## src/hdl/spc_regs.svh

```systemverilog
`ifndef SPC_REGS_SVH
`define SPC_REGS_SVH

// Clock and timing
`define SPC_CLK_PERIOD_NS          100
`define SPC_GUARD_ENABLE_DELAY_NS  1000
`define SPC_GUARD_RELEASE_DELAY_NS 1000
`define SPC_MAP_ERASE_TIME_NS      2000000
`define SPC_GUARD_ENABLE_CYC       (`SPC_GUARD_ENABLE_DELAY_NS / `SPC_CLK_PERIOD_NS)
`define SPC_GUARD_RELEASE_CYC      (`SPC_GUARD_RELEASE_DELAY_NS / `SPC_CLK_PERIOD_NS)
`define SPC_MAP_ERASE_CYC          (`SPC_MAP_ERASE_TIME_NS / `SPC_CLK_PERIOD_NS)
`define SPC_SYNC_LATENCY           4

// Command sequence bytes
`define SPC_PREFIX0                8'h3d
`define SPC_PREFIX1                8'h2a
`define SPC_PREFIX2                8'h7f
`define SPC_OP_ENABLE              8'ha9
`define SPC_OP_DISABLE             8'h9a
`define SPC_OP_MAP_ERASE           8'hcf
`define SPC_CMD_BITS               6'd32

// Protection map layout
`define SPC_MAP_ENTRIES            32
`define SPC_MAP_AW                 5
`define SPC_MAP_DW                 8
`define SPC_MAP_ERASED             8'hff
`define SPC_MAP_FACTORY            8'h00
`define SPC_SUB0A_HI               7
`define SPC_SUB0A_LO               6
`define SPC_SUB0B_HI               5
`define SPC_SUB0B_LO               4
`define SPC_SUB0A_LAST_PAGE        10'h007

`endif

```

## src/hdl/spc_pkg.sv

```systemverilog
package spc_pkg;
  typedef enum logic [1:0] {ER_IDLE, ER_FILL, ER_WAIT} erase_st_t;
  typedef enum logic [1:0] {CK_IDLE, CK_FETCH, CK_DECIDE} check_st_t;
endpackage

```

## src/hdl/map_if.sv

```systemverilog
interface map_if #(parameter int AW = 5, parameter int DW = 8);
  logic          we;
  logic [AW-1:0] waddr;
  logic [DW-1:0] wdata;
  logic [AW-1:0] raddr;
  logic [DW-1:0] rdata;
  modport ctrl (output we, waddr, wdata, raddr, input rdata);
  modport mem  (input we, waddr, wdata, raddr, output rdata);
endinterface

```

## src/hdl/sector_protection_control.sv

```systemverilog
`include "spc_regs.svh"
module sector_protection_control import spc_pkg::*; #(
  parameter int MAP_ERASE_CYCLES = `SPC_MAP_ERASE_CYC
) (
  input  wire logic       mclk,
  input  wire logic       nrst,
  input  wire logic       sck,
  input  wire logic       cs_n,
  input  wire logic       si,
  input  wire logic       wp_n,
  input  wire logic       req_valid,
  input  wire logic [4:0] req_sector,
  input  wire logic [9:0] req_page,
  input  wire logic       req_map,
  output logic            req_grant,
  output logic            req_deny,
  output logic            ready,
  output logic            prot_enabled,
  output logic            sw_prot_enabled,
  output logic            guard_active
);
  localparam int TW       = $clog2(MAP_ERASE_CYCLES + 1);
  localparam int EN_FILT  = `SPC_GUARD_ENABLE_CYC - `SPC_SYNC_LATENCY;
  localparam int REL_FILT = `SPC_GUARD_RELEASE_CYC - `SPC_SYNC_LATENCY;

  logic [2:0]  sck_sync_reg;
  logic [2:0]  cs_sync_reg;
  logic [2:0]  si_sync_reg;
  logic [2:0]  wp_sync_reg;
  logic        sck_st_reg;
  logic        cs_st_reg;
  logic        wp_raw_low_reg;
  logic        sck_rise;
  logic        cs_fall;
  logic        cs_rise;
  logic [31:0] shift_reg;
  logic [5:0]  bit_cnt_reg;
  logic        seq_ok;
  logic        cmd_enable;
  logic        cmd_disable;
  logic        cmd_erase;
  logic [7:0]  filt_cnt_reg;
  logic        erase_start;
  erase_st_t   erase_st_reg;
  logic [TW-1:0] erase_cnt_reg;
  logic [4:0]  fill_addr_reg;
  check_st_t   check_st_reg;
  logic [4:0]  ck_sector_reg;
  logic [9:0]  ck_page_reg;
  logic        ck_map_reg;
  logic        marked;
  logic        deny_next;

  map_if #(.AW(`SPC_MAP_AW), .DW(`SPC_MAP_DW)) map_bus ();

  prot_map #(
    .ENTRIES (`SPC_MAP_ENTRIES),
    .AW      (`SPC_MAP_AW),
    .DW      (`SPC_MAP_DW)
  ) u_map (
    .mclk (mclk),
    .nrst (nrst),
    .port (map_bus.mem)
  );

  // Three-stage synchronisers for all pins
  always_ff @(posedge mclk) begin
    if (!nrst) begin
      sck_sync_reg <= 3'h0;
      cs_sync_reg  <= 3'h7;
      si_sync_reg  <= 3'h0;
      wp_sync_reg  <= 3'h7;
    end else begin
      sck_sync_reg <= {sck_sync_reg[1:0], sck};
      cs_sync_reg  <= {cs_sync_reg[1:0], cs_n};
      si_sync_reg  <= {si_sync_reg[1:0], si};
      wp_sync_reg  <= {wp_sync_reg[1:0], wp_n};
    end
  end

  // Settled pin levels, updated once stages two and three agree
  always_ff @(posedge mclk) begin
    if (!nrst) begin
      sck_st_reg     <= 1'b0;
      cs_st_reg      <= 1'b1;
      wp_raw_low_reg <= 1'b0;
    end else begin
      if (sck_sync_reg[1] == sck_sync_reg[2]) begin
        sck_st_reg <= sck_sync_reg[2];
      end
      if (cs_sync_reg[1] == cs_sync_reg[2]) begin
        cs_st_reg <= cs_sync_reg[2];
      end
      if (wp_sync_reg[1] == wp_sync_reg[2]) begin
        wp_raw_low_reg <= ~wp_sync_reg[2];
      end
    end
  end

  // Edges of the settled serial clock and select
  assign sck_rise = (sck_sync_reg[1] == sck_sync_reg[2]) && sck_sync_reg[2] && !sck_st_reg;
  assign cs_fall  = (cs_sync_reg[1] == cs_sync_reg[2]) && !cs_sync_reg[2] && cs_st_reg;
  assign cs_rise  = (cs_sync_reg[1] == cs_sync_reg[2]) && cs_sync_reg[2] && !cs_st_reg;

  // Shift in bits on rising serial clock, count saturates past 32
  always_ff @(posedge mclk) begin
    if (!nrst) begin
      shift_reg   <= 32'h0;
      bit_cnt_reg <= 6'h00;
    end else if (cs_fall) begin
      bit_cnt_reg <= 6'h00;
    end else if (!cs_st_reg && sck_rise) begin
      shift_reg <= {shift_reg[30:0], si_sync_reg[2]};
      if (bit_cnt_reg <= `SPC_CMD_BITS) begin
        bit_cnt_reg <= bit_cnt_reg + 6'h01;
      end
    end
  end

  // Decode only exactly four bytes, at select release
  assign seq_ok = cs_rise && (bit_cnt_reg == `SPC_CMD_BITS)
               && shift_reg[31:24] == `SPC_PREFIX0
               && shift_reg[23:16] == `SPC_PREFIX1
               && shift_reg[15:8]  == `SPC_PREFIX2;
  assign cmd_enable  = seq_ok && shift_reg[7:0] == `SPC_OP_ENABLE;
  assign cmd_disable = seq_ok && shift_reg[7:0] == `SPC_OP_DISABLE;
  assign cmd_erase   = seq_ok && shift_reg[7:0] == `SPC_OP_MAP_ERASE;

  // Guard filter: level must hold for the filter length to count
  always_ff @(posedge mclk) begin
    if (!nrst) begin
      filt_cnt_reg <= 8'h00;
      guard_active <= 1'b0;
    end else if (wp_raw_low_reg == guard_active) begin
      filt_cnt_reg <= 8'h00;
    end else if (guard_active == 1'b0 && filt_cnt_reg >= 8'(EN_FILT - 1)) begin
      filt_cnt_reg <= 8'h00;
      guard_active <= 1'b1;
    end else if (guard_active == 1'b1 && filt_cnt_reg >= 8'(REL_FILT - 1)) begin
      filt_cnt_reg <= 8'h00;
      guard_active <= 1'b0;
    end else begin
      filt_cnt_reg <= filt_cnt_reg + 8'h01;
    end
  end

  // Software protection state, disable ignored under guard
  always_ff @(posedge mclk) begin
    if (!nrst) begin
      sw_prot_enabled <= 1'b0;
    end else if (cmd_enable) begin
      sw_prot_enabled <= 1'b1;
    end else if (cmd_disable && !guard_active) begin
      sw_prot_enabled <= 1'b0;
    end
  end

  // Effective protection: guard only forces it, never clears software state
  always_ff @(posedge mclk) begin
    if (!nrst) begin
      prot_enabled <= 1'b0;
    end else begin
      prot_enabled <= sw_prot_enabled || guard_active;
    end
  end

  // Map erase accepted unless guard held or already busy
  assign erase_start = cmd_erase && !guard_active && erase_st_reg == ER_IDLE;

  // Map erase: write erased value to every entry, then wait out the time
  always_ff @(posedge mclk) begin
    if (!nrst) begin
      erase_st_reg  <= ER_IDLE;
      erase_cnt_reg <= '0;
      fill_addr_reg <= 5'h00;
      ready         <= 1'b1;
    end else begin
      case (erase_st_reg)
        ER_IDLE: begin
          if (erase_start) begin
            erase_st_reg  <= ER_FILL;
            erase_cnt_reg <= '0;
            fill_addr_reg <= 5'h00;
            ready         <= 1'b0;
          end
        end
        ER_FILL: begin
          erase_cnt_reg <= erase_cnt_reg + TW'(1);
          fill_addr_reg <= fill_addr_reg + 5'h01;
          if (fill_addr_reg == 5'(`SPC_MAP_ENTRIES - 1)) begin
            erase_st_reg <= ER_WAIT;
          end
        end
        ER_WAIT: begin
          erase_cnt_reg <= erase_cnt_reg + TW'(1);
          if (erase_cnt_reg >= TW'(MAP_ERASE_CYCLES - 2)) begin
            erase_st_reg <= ER_IDLE;
            ready        <= 1'b1;
          end
        end
        default: begin
          erase_st_reg <= ER_IDLE;
          ready        <= 1'b1;
        end
      endcase
    end
  end

  // Map write port driven by the erase sequencer only
  assign map_bus.we    = erase_st_reg == ER_FILL;
  assign map_bus.waddr = fill_addr_reg;
  assign map_bus.wdata = `SPC_MAP_ERASED;
  assign map_bus.raddr = ck_sector_reg;

  // Protection mark from the map byte of the latched request
  always_comb begin
    marked = 1'b0;
    if (ck_sector_reg == 5'h00) begin
      if (ck_page_reg <= `SPC_SUB0A_LAST_PAGE) begin
        marked = &map_bus.rdata[`SPC_SUB0A_HI:`SPC_SUB0A_LO];
      end else begin
        marked = &map_bus.rdata[`SPC_SUB0B_HI:`SPC_SUB0B_LO];
      end
    end else begin
      marked = map_bus.rdata == `SPC_MAP_ERASED;
    end
  end

  always_comb begin
    if (!ready) begin
      deny_next = 1'b1;
    end else if (ck_map_reg) begin
      deny_next = guard_active;
    end else begin
      deny_next = prot_enabled && marked;
    end
  end

  // Request checker: latch, fetch map byte, decide
  always_ff @(posedge mclk) begin
    if (!nrst) begin
      check_st_reg  <= CK_IDLE;
      ck_sector_reg <= 5'h00;
      ck_page_reg   <= 10'h000;
      ck_map_reg    <= 1'b0;
      req_grant     <= 1'b0;
      req_deny      <= 1'b0;
    end else begin
      req_grant <= 1'b0;
      req_deny  <= 1'b0;
      case (check_st_reg)
        CK_IDLE: begin
          if (req_valid) begin
            ck_sector_reg <= req_sector;
            ck_page_reg   <= req_page;
            ck_map_reg    <= req_map;
            check_st_reg  <= CK_FETCH;
          end
        end
        CK_FETCH: begin
          check_st_reg <= CK_DECIDE;
        end
        CK_DECIDE: begin
          req_grant    <= !deny_next;
          req_deny     <= deny_next;
          check_st_reg <= CK_IDLE;
        end
        default: begin
          check_st_reg <= CK_IDLE;
        end
      endcase
    end
  end

  chk_enable_sets: assert property (@(posedge mclk) disable iff (!nrst)
    cmd_enable |=> sw_prot_enabled ##1 prot_enabled)
    else $error("enable command did not set protection");

  chk_disable_clears: assert property (@(posedge mclk) disable iff (!nrst)
    cmd_disable && !guard_active |=> !sw_prot_enabled)
    else $error("disable command did not clear protection");

  chk_disable_guarded: assert property (@(posedge mclk) disable iff (!nrst)
    cmd_disable && guard_active && !cmd_enable |=> $stable(sw_prot_enabled))
    else $error("disable acted while guard asserted");

  chk_short_seq: assert property (@(posedge mclk) disable iff (!nrst)
    cs_rise && bit_cnt_reg != `SPC_CMD_BITS |=> $stable(sw_prot_enabled)
      && !(erase_st_reg == ER_FILL && $past(erase_st_reg) == ER_IDLE))
    else $error("incomplete sequence changed state");

  chk_guard_forces: assert property (@(posedge mclk) disable iff (!nrst)
    guard_active |=> prot_enabled)
    else $error("guard did not force protection on");

  chk_guard_glitch: assert property (@(posedge mclk) disable iff (!nrst)
    $changed(guard_active) |-> $past(wp_raw_low_reg, 1) == guard_active
      && $past(wp_raw_low_reg, 6) == guard_active)
    else $error("short guard pulse changed guard state");

  chk_erase_busy: assert property (@(posedge mclk) disable iff (!nrst)
    erase_start |=> !ready [*8])
    else $error("ready during map erase");

  chk_erase_fill: assert property (@(posedge mclk) disable iff (!nrst)
    erase_start |=> map_bus.we && map_bus.waddr == 5'h00 ##31 map_bus.we ##1 !map_bus.we)
    else $error("map erase fill sequence wrong");

  chk_map_guard: assert property (@(posedge mclk) disable iff (!nrst)
    check_st_reg == CK_DECIDE && ck_map_reg && guard_active |=> req_deny && !req_grant)
    else $error("map change granted under guard");

  chk_unprotected: assert property (@(posedge mclk) disable iff (!nrst)
    check_st_reg == CK_DECIDE && !ck_map_reg && !prot_enabled && ready |=> req_grant)
    else $error("request denied with protection off");

  // A map erase must not start while the guard pin is asserted
  chk_erase_guarded: assert property (@(posedge mclk) disable iff (!nrst)
    cmd_erase && guard_active && erase_st_reg == ER_IDLE |=> erase_st_reg == ER_IDLE && ready)
    else $error("map erase started under guard");

  // Every decided request gives exactly one answer pulse
  chk_one_answer: assert property (@(posedge mclk) disable iff (!nrst)
    check_st_reg == CK_DECIDE |=> req_grant != req_deny)
    else $error("request answer missing or doubled");
endmodule // sector_protection_control

```

## src/hdl/prot_map.sv

```systemverilog
`include "spc_regs.svh"
module prot_map import spc_pkg::*; #(
  parameter int ENTRIES = `SPC_MAP_ENTRIES,
  parameter int AW      = `SPC_MAP_AW,
  parameter int DW      = `SPC_MAP_DW
) (
  input wire logic mclk,
  input wire logic nrst,
  map_if.mem       port
);
  logic [DW-1:0] entry_reg [ENTRIES];

  // One byte per sector, factory value all unmarked
  genvar i;
  generate
    for (i = 0; i < ENTRIES; i++) begin : g_entry
      always_ff @(posedge mclk) begin
        if (!nrst) begin
          entry_reg[i] <= DW'(`SPC_MAP_FACTORY);
        end else if (port.we && port.waddr == AW'(i)) begin
          entry_reg[i] <= port.wdata;
        end
      end
    end
  endgenerate

  // Registered read port
  always_ff @(posedge mclk) begin
    if (!nrst) begin
      port.rdata <= '0;
    end else begin
      port.rdata <= entry_reg[port.raddr];
    end
  end
endmodule // prot_map

```

## config.mk

```make
export PLATFORM = sky130hd
export DESIGN_NAME = sector_protection_control
export DESIGN_NICKNAME = d
export VERILOG_FILES = /design/src/hdl/spc_pkg.sv /design/src/hdl/map_if.sv /design/src/hdl/sector_protection_control.sv /design/src/hdl/prot_map.sv
export VERILOG_INCLUDE_DIRS = /design/src /design/src/hdl
export SDC_FILE = /design/constraint.sdc
export NUM_CORES = 1
export LEC_CHECK = 0
export BUFFER_PORTS_ARGS = -buffer_cell sky130_fd_sc_hd__clkbuf_2
export CAP_MARGIN = 20
export CELL_PAD_IN_SITES_DETAIL_PLACEMENT = 1
export CELL_PAD_IN_SITES_GLOBAL_PLACEMENT = 1
export CORE_AREA = 5 5 144 146
export CTS_CLUSTER_SIZE = 20
export DETAILED_ROUTE_END_ITERATION = 16
export DIE_AREA = 0 0 149 151
export PLACE_DENSITY = 0.53
export RECOVER_POWER = 25
export SKIP_LAST_GASP = 1
export SYNTH_ARGS = -nofsm -noshare
export SYNTH_HDL_FRONTEND = slang
export SYNTH_SLANG_ARGS = --single-unit
```

## constraint.sdc

```tcl
create_clock -name mclk -period 4.9 [get_ports mclk]
set_input_delay 0.49 -clock mclk [delete_from_list [all_inputs] [get_ports mclk]]
set_output_delay 0.49 -clock mclk [all_outputs]
set_load 0.005 [all_outputs]
```

==> qor.yml, run 1 <==
status: "finished, violations left"
violations: "capacitance limit, slew limit"
synthesis.area_um2: 5870
clock_power_share: 0.512
cts-buffers-inserted: 17
maxSlewHeadroom: -0.376
async_reset_ff_frac: 0
wl_per_cell_um: 15.5
crit_path_max_fanout: 52
ios: 29
clk-insertion-delay-late_ns: 0.42
cts_buffer_depth: 2
grt_use_met3: 0.0365
cp.arrival_ns: 3.49
fin_cells: 911
synth_area_leaders: "dfxtp_1, edfxtp_1, nand2_1"
track_usage: 0.132
ctsResizeCount: 0
cp_top_family: "buffers and inverters"
cts_hold_buffers: 0
hold_viol_final: 0
setup_violations: 0
p_int_w: 0.00191
grt_overflow: 0
busiest_layer: "met2"
start_util: 0.305
synth_top_flop_cell: "dfxtp_1"
maxCapViolations: 1
drtPass1Iterations: 4
combPwrFrac: 0.028
clkTransAtPathRegs_ns: 0.06
gp_congestion: 0.743
io_buffers: 18
met2_usage: 0.212
rows: 51
synth.most_common_cell: "nand2_1"
worstSetupPathType: "input port to flip-flop"
synthToLayoutAreaGrowth_pct: 15.0
synth_cell_types: 64
ys_seq_elements: 130
worst_setup_path_start_kind: "input port"
drc: 0
cts.sinks: 130
num_antenna_cells: 0
grt_pass1_vias: 4716
synthTopCellsByCount: "nand2_1, dfxtp_1, nor2_1"
post_cts_buffers: 0
drive_gt1_frac: 0.113
drtAntennaViolNets: 0
switching_power_w: 0.000559
critPathRequiredTime_ns: 5.25
fin_nets: 675
grt_start_max_net_pins: 54
rsz0062_at_grt: "false"
via_count: 4475
switching_share: 0.227
whs_path_depth: 2
p_per_area_nw_per_um2: 365
routed_wl_um: 14100
slew_violations: 53
synth_area_per_cell_um2: 9.35
grt_pass1_wl_um: 24000
crit_path_max_incr_delay_ns: 1.45
irDropWorstVdd_mv: 0.216
core_um2: 19300
met1_usage: 0.174
vias_per_cell: 4.91
yosysSeqAreaShare: 0.496
root_buffer: "clkbuf_16"
power_leakage_nw: 2.31
totalNegativeSetupSlack_ns: 0
finalCriticalPeriod_ns: 3.14
rr_worst_depth: 6
yosysWarnings: 0
tritoncts: "done"
min_path_type: "input port to flip-flop"
fin_util: 0.351
dp_hpwl_um: 9110
placed_cell_area_um2: 6180
antenna_found_initial: 0
fin_crit_sh: 0.641
max_freq_mhz: 318
place_inst: 879
synth-edff-count: 31
drtIter0Drc: 220
htreeDepth: 4
crit_path_end_kind: "flip-flop"
worstPathCellList: "clkbuf_1 -> clkbuf_1 -> nand2_1 -> nor2_1"
synth_top_cell_by_area: "dfxtp_1"
worst_pin_slew_ns: 2.06
die_h_um: 151
cp_common_cell: "clkbuf_1"
die_w_um: 149
seq_power_share: 0.460
slowest_stage: "clkbuf_1"
crit_buf_inv: 2
die_area_um2: 22500
skew_ns: 0.0152
yosys.area.top_type_share: 0.338
path_depth: 4
syn-instance-count: 628
finalInstanceArea_um2: 6760
## power groups by stage
stage	registers [W]	logic, W	clock network, W
floorplan	0.00115	0.0000550	0
global placement	0.00116	0.0000681	0
detailed placement	0.00116	0.0000710	0
CTS	0.00114	0.0000712	0.00131
global route	0.00114	0.0000768	0.00135
finish	0.00114	0.0000692	0.00126
## cells in the final DEF (no fill, tap or decap), drive strengths merged, types with 4 or more instances in the layout
cell	n
and3	13
or3	5
a2111oi	4
or4	4
clkbuf	39
nand3	25
a31oi	4
buf	4
o21ai	34
nand4	10
ha	19
mux4	10
nand3b	4
a21oi	44
nand2	106
xor2	5
and2	10
dfxtp	99
inv	24
nor4	4
edfxtp	31
o31a	5
mux2i	9
nor2	65
conb	4
nand2b	7
o32ai	4
## metrics by stage
step,hold slack (ns),setup slack (ns),total power [W]
after floorplan,0.386,2.88,0.00120
after global placement,0.400,2.20,0.00123
after detailed placement,0.398,2.17,0.00123
after CTS,0.230,2.14,0.00251
after global routing,0.236,1.40,0.00257
final,0.256,1.76,0.00247
## path summary, 6_finish.rpt
kind                        to           start  slack [ns]
max             bit_cnt_reg[2]            nrst        1.76
min             cs_sync_reg[0]            cs_n        0.26
max reg2reg  erase_cnt_reg[12]  cs_sync_reg[1]        2.20
min reg2reg     wp_sync_reg[1]  wp_sync_reg[0]        0.41
## routing by layer
metal,wire [um],vias up
met4,187,0
met2,6450,51
li1,-,2227
met1,7000,2177
met3,432,20
met5,0,-
## final cells by class
class | count | area (um2)
Tap cell | 265 | 332
Clock inverter | 12 | 115
Timing Repair Buffer | 23 | 116
Inverter | 17 | 63.8
Clock buffer | 20 | 472
Sequential cell | 130 | 2910
Multi-Input combinational cell | 444 | 2740
Fill cell | 2241 | 12500
## logic make-up (layout without fill, tap and decap cells)
family / Yosys count / count (layout) / share of synthesized area
fa+ha+maj: 19 / 19 / 0.0405
flops: 130 / 130 / 0.496
compound gates: 125 / 125 / 0.133
simple gates: 269 / 269 / 0.224
xor+xnor: 8 / 8 / 0.0119
mux: 19 / 19 / 0.0537
other cells: 1 / 4 / 0.000639
buf+inv: 57 / 72 / 0.0394
No activity file was read; power rests on OpenSTA's default activity.
==> run 2, diff against run 1 <==
--- a/config.mk
+++ b/config.mk
@@ -14,7 +14,7 @@
 export CTS_CLUSTER_SIZE = 20
 export DETAILED_ROUTE_END_ITERATION = 16
 export DIE_AREA = 0 0 149 151
-export PLACE_DENSITY = 0.53
+export PLACE_DENSITY = 0.55
 export RECOVER_POWER = 25
 export SKIP_LAST_GASP = 1
 export SYNTH_ARGS = -nofsm -noshare
==> constraint.sdc (replaced) <==
create_clock -name mclk -period 2.55 [get_ports mclk]
set_input_delay 0.255 -clock mclk [delete_from_list [all_inputs] [get_ports mclk]]
set_output_delay 0.255 -clock mclk [all_outputs]
set_load 0.005 [all_outputs]
==> run 2 against run 1 <==
The run now ends clean. Combinational power up 110%. Clock power up 96%. Flip-flop and latch count stayed put. Design area is 2.1% higher. Critical path depth up 3. Highest routed layer unchanged. Die area unchanged. Routed wire length increased by 0.68%. Total power grew 94%. Count of clock-buffer cells in the layout decreased by 1. Largest cell class unchanged. Worst hold slack worse by 0.23 ns. Sequential power grew 91%.
==> qor.yml, run 2 (same netlist as run 1, synthesis figures left out) <==
drc: 0  # unchanged
track_usage: 0.133  # +0.000428
rsz0062_at_grt: "false"
worst_pin_slew_ns: 1.34  # -0.724 ns
cp.arrival_ns: 2.63  # -0.86 ns
post_cts_buffers: 0  # unchanged
slew_violations: 0  # -100%
skew_ns: 0.00707  # -0.00818 ns
power_leakage_nw: 2.40  # +3.5%
crit_path_end_kind: "flip-flop"
mostFrequentLayoutCells: "nand2_1, dfxtp_1, nor2_1"
drtIter0Drc: 228  # +3.6%
root_buffer: "clkbuf_16"
grt_pass1_vias: 4866  # +3.2%
vias_per_cell: 4.94  # +0.58%
p_per_area_nw_per_um2: 696  # +90%
finalPower_w: 0.00480  # +94%
routed_wl_um: 14200  # +0.68%
fin_util: 0.358  # +0.00721
start_util: 0.305  # unchanged
cts.sinks: 130  # unchanged
fin_crit_sh: 0.887
drive_gt1_frac: 0.130  # +0.0169
crit_path_max_fanout: 10  # -81%
placed_cell_area_um2: 6300  # +2.1%
irDropWorstVdd_mv: 0.410  # +89%
die_h_um: 151  # unchanged
maxCapViolations: 0  # -1
drtPass1Iterations: 4  # unchanged
die_area_um2: 22500  # unchanged
ios: 29  # unchanged
max_freq_mhz: 442
setup_violations: 0  # unchanged
clk-insertion-delay-late_ns: 0.43  # about the same
critPathRequiredTime_ns: 2.92  # -2.33 ns
tritoncts: "done"
grt_start_max_net_pins: 40  # -26%
grt_pass1_wl_um: 23700  # -1.2%
rows: 51  # unchanged
drtAntennaViolNets: 0  # unchanged
totalNegativeSetupSlack_ns: 0  # unchanged
synthToLayoutAreaGrowth_pct: 17.4
io_buffers: 18  # unchanged
cts_buffer_depth: 2  # unchanged
dp_hpwl_um: 9590  # +5.3%
via_count: 4580  # +2.3%
grt_overflow: 0  # unchanged
antenna_found_initial: 0  # unchanged
min_path_type: "input port to flip-flop"
worstSetupPathType: "flip-flop to flip-flop"
cts-buffers-inserted: 17  # unchanged
worstPathCellList: "ha_1 -> or4b_1 -> nor4_4 -> nand3_2 -> buf_4 -> a2111oi_0 -> o31a_1"
slowest_stage: "or4b_1"
finalInstanceArea_um2: 6890  # +2.1%
num_antenna_cells: 0  # unchanged
fin_nets: 691  # +2.4%
cts_hold_buffers: 1  # +1
die_w_um: 149  # unchanged
finalCriticalPeriod_ns: 2.26
status: "finished, final reports clean"
final_common_cell: "nand2_1"
core_um2: 19300  # unchanged
clkTransAtPathRegs_ns: 0.06  # about the same
htreeDepth: 4  # unchanged
gp_congestion: 0.724  # -2.6%
wl_per_cell_um: 15.3  # -1.1%
hold_viol_final: 0  # unchanged
worst_setup_path_start_kind: "flip-flop"
maxSlewHeadroom: 0.107  # +0.483
crit_path_max_incr_delay_ns: 0.50  # -0.95 ns
ctsResizeCount: 0  # unchanged
run 2: cell types whose count changed in the layout (fill, tap and decap cells not counted):
cell           delta
clkbuf_2          +2
buf_12            +1
buf_2             -1
and2_0            -2
dlygate4sd3_1     +1
clkbuf_4          -1
and2_1            +2
buf_4            +11
inv_8             +3
inv_4             -1
clkbuf_1          +2
clkinvlp_4        -2
clkinv_4          +1
run 2: through the flow:
step	hold slack [ns]	setup WS, ns	instances
after floorplan	0.356	0.531	631
after global placement	0.398	0.332	894
after detailed placement	0.400	0.294	894
after CTS	0.00973	0.259	927
after global routing	0.0153	0.116	927
final	0.0284	0.289	927
run 2: layout make-up:
type,instances,area [um2]
repair buffers,39,241
clock inverters,13,136
flip-flops and latches,130,2910
multi-input cells,444,2740
well taps,265,332
clock buffers,19,464
inverters,17,63.8
fillers,2232,12400
run 2: critical path, delay by kind of cell, from the launching register on:
kind / cells / cell delay (ns)
and+or+nand+nor: 3 / 0.86
AOI/OAI and AO/OA: 2 / 0.66
DFF: 1 / 0.33
buffers and inverters: 1 / 0.19
adders and majority gates: 1 / 0.15
run 2: worst paths after layout:
path,start,end,slack (ns),depth (start not counted)
min reg2reg,wp_sync_reg[0],wp_sync_reg[1],0.41,1
max reg2reg,cs_sync_reg[1],erase_cnt_reg[12],0.29,7
min,cs_n,cs_sync_reg[0],0.03,2
max,cs_sync_reg[1],erase_cnt_reg[12],0.29,7
run 2: power by group:
group | leakage (nW) | total (W) | internal [W] | switching, W
clock | 0.297 | 0.00247 | 0.00146 | 0.00101
combinational | 1.00 | 0.000146 | 0.0000681 | 0.0000781
sequential | 1.10 | 0.00218 | 0.00215 | 0.0000240
run 2: layer usage:
| metal | global-route usage | vias up | share of wire |
|---|---|---|---|
| li1 | - | 2262 | - |
| met1 | 0.161 | 2256 | 0.47 |
| met2 | 0.228 | 44 | 0.49 |
| met3 | 0.0353 | 18 | 0.028 |
| met4 | 0.0481 | 0 | 0.015 |
| met5 | 0 | - | 0 |
==> run 3, diff against run 2 <==
--- a/config.mk
+++ b/config.mk
@@ -10,13 +10,14 @@
 export CAP_MARGIN = 20
 export CELL_PAD_IN_SITES_DETAIL_PLACEMENT = 1
 export CELL_PAD_IN_SITES_GLOBAL_PLACEMENT = 1
-export CORE_AREA = 5 5 144 146
+export CORE_AREA = 5 5 237 239
 export CTS_CLUSTER_SIZE = 20
 export DETAILED_ROUTE_END_ITERATION = 16
-export DIE_AREA = 0 0 149 151
-export PLACE_DENSITY = 0.55
+export DIE_AREA = 0 0 242 244
+export PLACE_DENSITY = 0.52
 export RECOVER_POWER = 25
 export SKIP_LAST_GASP = 1
 export SYNTH_ARGS = -nofsm -noshare
 export SYNTH_HDL_FRONTEND = slang
+export SYNTH_HIERARCHICAL = 1
 export SYNTH_SLANG_ARGS = --single-unit
==> run 3 against run 2 <==
Worst hold slack gained 0.24 ns. Clock skew grew 0.018 ns. Count of clock-buffer cells in the layout grew 36. Utilization grew 0.47 points. Clock power grew 150%. Critical path type unchanged.
==> qor.yml, run 3 <==
tritoncts: "done"
grt_start_max_net_pins: 43  # +7.5%
synth-edff-count: 256  # +730%
clock_power_share: 0.453  # -0.063
irDropWorstVdd_mv: 0.457  # +11%
vias_per_cell: 4.80  # -2.9%
combPwrFrac: 0.056  # +0.026
htreeDepth: 2  # -2
cts-buffers-inserted: 44  # +27
rr_worst_depth: 6  # -1
synth_area_leaders: "edfxtp_1, dfxtp_1, and2_1"
crit_path_max_fanout: 5  # -5
cts.sinks: 368  # +180%
crit_path_max_incr_delay_ns: 0.54  # +0.04 ns
die_area_um2: 59000  # +160%
wl_per_cell_um: 19.9  # +30%
min_path_type: "input port to flip-flop"
drtPass1Iterations: 5  # +1
synth_area_per_cell_um2: 12.6  # +35%
status: "finished, final reports clean"
nFillCells: 5772  # +160%
cp.arrival_ns: 2.90  # +0.27 ns
worstHoldStart: "req_valid"
syn-instance-count: 1306  # +110%
maxCapViolations: 0  # unchanged
synth_top_cell_by_area: "edfxtp_1"
maxSlewHeadroom: 0.283  # +0.176
yosysSeqAreaShare: 0.602  # +0.106
mostFrequentLayoutCells: "and2_1, edfxtp_1, nand2_1"
cts_buffer_depth: 3  # +1
cp_top_family: "simple AND/OR/NAND/NOR gates"
place_inst: 2064  # +130%
grt_overflow: 0  # unchanged
synthesis.area_um2: 16500  # +180%
slew_violations: 0  # unchanged
rows: 85  # +67%
whs_path_depth: 4  # +2
ys_seq_elements: 368  # +180%
finalPower_w: 0.0136  # +180%
synth_top_flop_cell: "edfxtp_1"
crit_path_end_kind: "flip-flop"
grt_pass1_wl_um: 67300  # +180%
worstPathCellList: "nor4bb_1 -> buf_4 -> nand3_1 -> o41a_4 -> or4_1 -> a21oi_1"
via_count: 10400  # +130%
setup_violations: 0  # unchanged
p_per_area_nw_per_um2: 699  # +0.44%
worstSetupPathType: "flip-flop to flip-flop"
drc: 0  # unchanged
finalCriticalPeriod_ns: 2.43  # +0.166 ns
io_buffers: 25  # +7
seq_power_share: 0.491  # +0.037
gp_congestion: 0.815  # +13%
core_um2: 53600  # +180%
power_leakage_nw: 6.75  # +180%
r2r-start: "shift_reg[28]"
fin_cells: 2164  # +130%
routed_wl_um: 43200  # +200%
ios: 29  # unchanged
yosys.area.top_type_share: 0.466  # +0.128
start_util: 0.308  # +0.00307
die_w_um: 242  # +62%
dp_hpwl_um: 29800  # +210%
grt_pass1_vias: 11300  # +130%
root_buffer: "clkbuf_16"
switching_share: 0.224  # -0.00781
crit_buf_inv: 1  # unchanged
antenna_found_initial: 0  # unchanged
num_antenna_cells: 0  # unchanged
track_usage: 0.145  # +0.0120
synth_cell_types: 60  # -6.3%
synthTopCellsByCount: "and2_1, edfxtp_1, nand2_1"
post_cts_buffers: 0  # unchanged
drive_gt1_frac: 0.170  # +0.0404
clkTransAtPathRegs_ns: 0.06  # about the same
fin_nets: 1471  # +110%
max_freq_mhz: 412  # -6.8%
die_h_um: 244  # +62%
worst_pin_slew_ns: 1.07  # -0.268 ns
p_int_w: 0.0105  # +190%
hold_viol_final: 0  # unchanged
rr_endpoint: "erase_cnt_reg[10]"
skew_ns: 0.0254  # +0.0183 ns
worst_setup_path_start_kind: "flip-flop"
largest_reg_flops: 256
rrSetupSlack_ns: 0.12  # -0.17 ns
final_common_cell: "and2_1"
synth.most_common_cell: "and2_1"
yosysWarnings: 6  # +6
slowest_stage: "o41a_4"
switching_power_w: 0.00305  # +170%
rsz0062_at_grt: "true"
synthToLayoutAreaGrowth_pct: 17.8
drtIter0Drc: 493  # +120%
critPathRequiredTime_ns: 3.02  # +0.10 ns
fin_crit_sh: 0.952  # +0.0651
hold_end: "ck_sector_reg[2]"
drtAntennaViolNets: 0  # unchanged
clk-insertion-delay-late_ns: 0.57  # +0.14 ns
async_reset_ff_frac: 0  # unchanged
-- run 3: worst min-delay path: cells and delay by family --
family / cells / cell delay (ns)
buffers and inverters: 1 / 0.09
AO/OA/AOI/OAI: 1 / 0.05
AND/OR/NAND/NOR: 2 / 0.39
-- run 3: through the flow --
step / area, um2 / hold slack, ns / setup slack [ns] / TNS (ns) / util
finish: 19400 / 0.264 / 0.123 / 0 / 0.362
global placement: 17900 / 0.394 / 0.0680 / 0 / 0.333
floorplan: 16700 / 0.356 / 0.266 / 0 / -
detailed placement: 17900 / 0.400 / 0.0449 / 0 / 0.333
global route: 19400 / 0.285 / -0.0177 / -0.0833 / 0.362
CTS: 19400 / 0.227 / 0.00626 / 0 / 0.363
-- run 3: cell type report --
class,instances,area [um2],area share
Clock buffer,55,1190,0.0615
Clock inverter,26,210,0.0108
Inverter,13,48.8,0.00251
Multi-Input combinational cell,892,6340,0.327
Sequential cell,368,9940,0.511
Tap cell,696,871,0.0448
Timing Repair Buffer,114,825,0.0424
-- run 3: cells by family after synthesis --
kind of cell    synth area share
flops                      0.602
fa+ha+maj                 0.0114
buf+inv                   0.0251
compound gates            0.0572
xor+xnor                 0.00584
mux                        0.107
simple gates               0.191
other cells             0.000455
-- run 3: how the worst max path moves through the flow --
| stage | from | slack [ns] | end | cells after the start |
|---|---|---|---|---|
| global route | erase_st_reg[1] | -0.02 | u_map/entry_reg[10][5] | 6 |
| floorplan | cs_sync_reg[1] | 0.27 | erase_cnt_reg[11] | 7 |
| finish | shift_reg[28] | 0.12 | erase_cnt_reg[10] | 6 |
| CTS | cs_sync_reg[2] | 0.006 | fill_addr_reg[3] | 6 |
| detailed placement | cs_sync_reg[2] | 0.04 | fill_addr_reg[3] | 6 |
| global placement | cs_sync_reg[1] | 0.07 | fill_addr_reg[3] | 6 |
-- run 3: routing by layer --
metal / vias up / global-route usage / share of wire
met5: - / 0 / 0
met4: 0 / 0.0520 / 0.033
met3: 66 / 0.0202 / 0.029
met2: 113 / 0.258 / 0.50
met1: 5252 / 0.181 / 0.43
li1: 4954 / - / -
-- run 3: power by group through the flow --
| stage | logic, W | clock network, W | registers, W |
|---|---|---|---|
| 6_report | 0.000764 | 0.00615 | 0.00667 |
| 5_1_grt | 0.000837 | 0.00660 | 0.00669 |
| 4_1_cts | 0.000750 | 0.00640 | 0.00667 |
| 3_5_place_dp | 0.000728 | 0 | 0.00679 |
| 3_3_place_gp | 0.000722 | 0 | 0.00679 |
| 2_1_floorplan | 0.000501 | 0 | 0.00675 |
-- run 3: what timing repair did --
item | CTS | global route
hold buffers | 17 | 0
setup endpoints to repair | 0 | 21
endpoints found under the hold margin | 17 | 0
gates resized for setup | 0 | 2
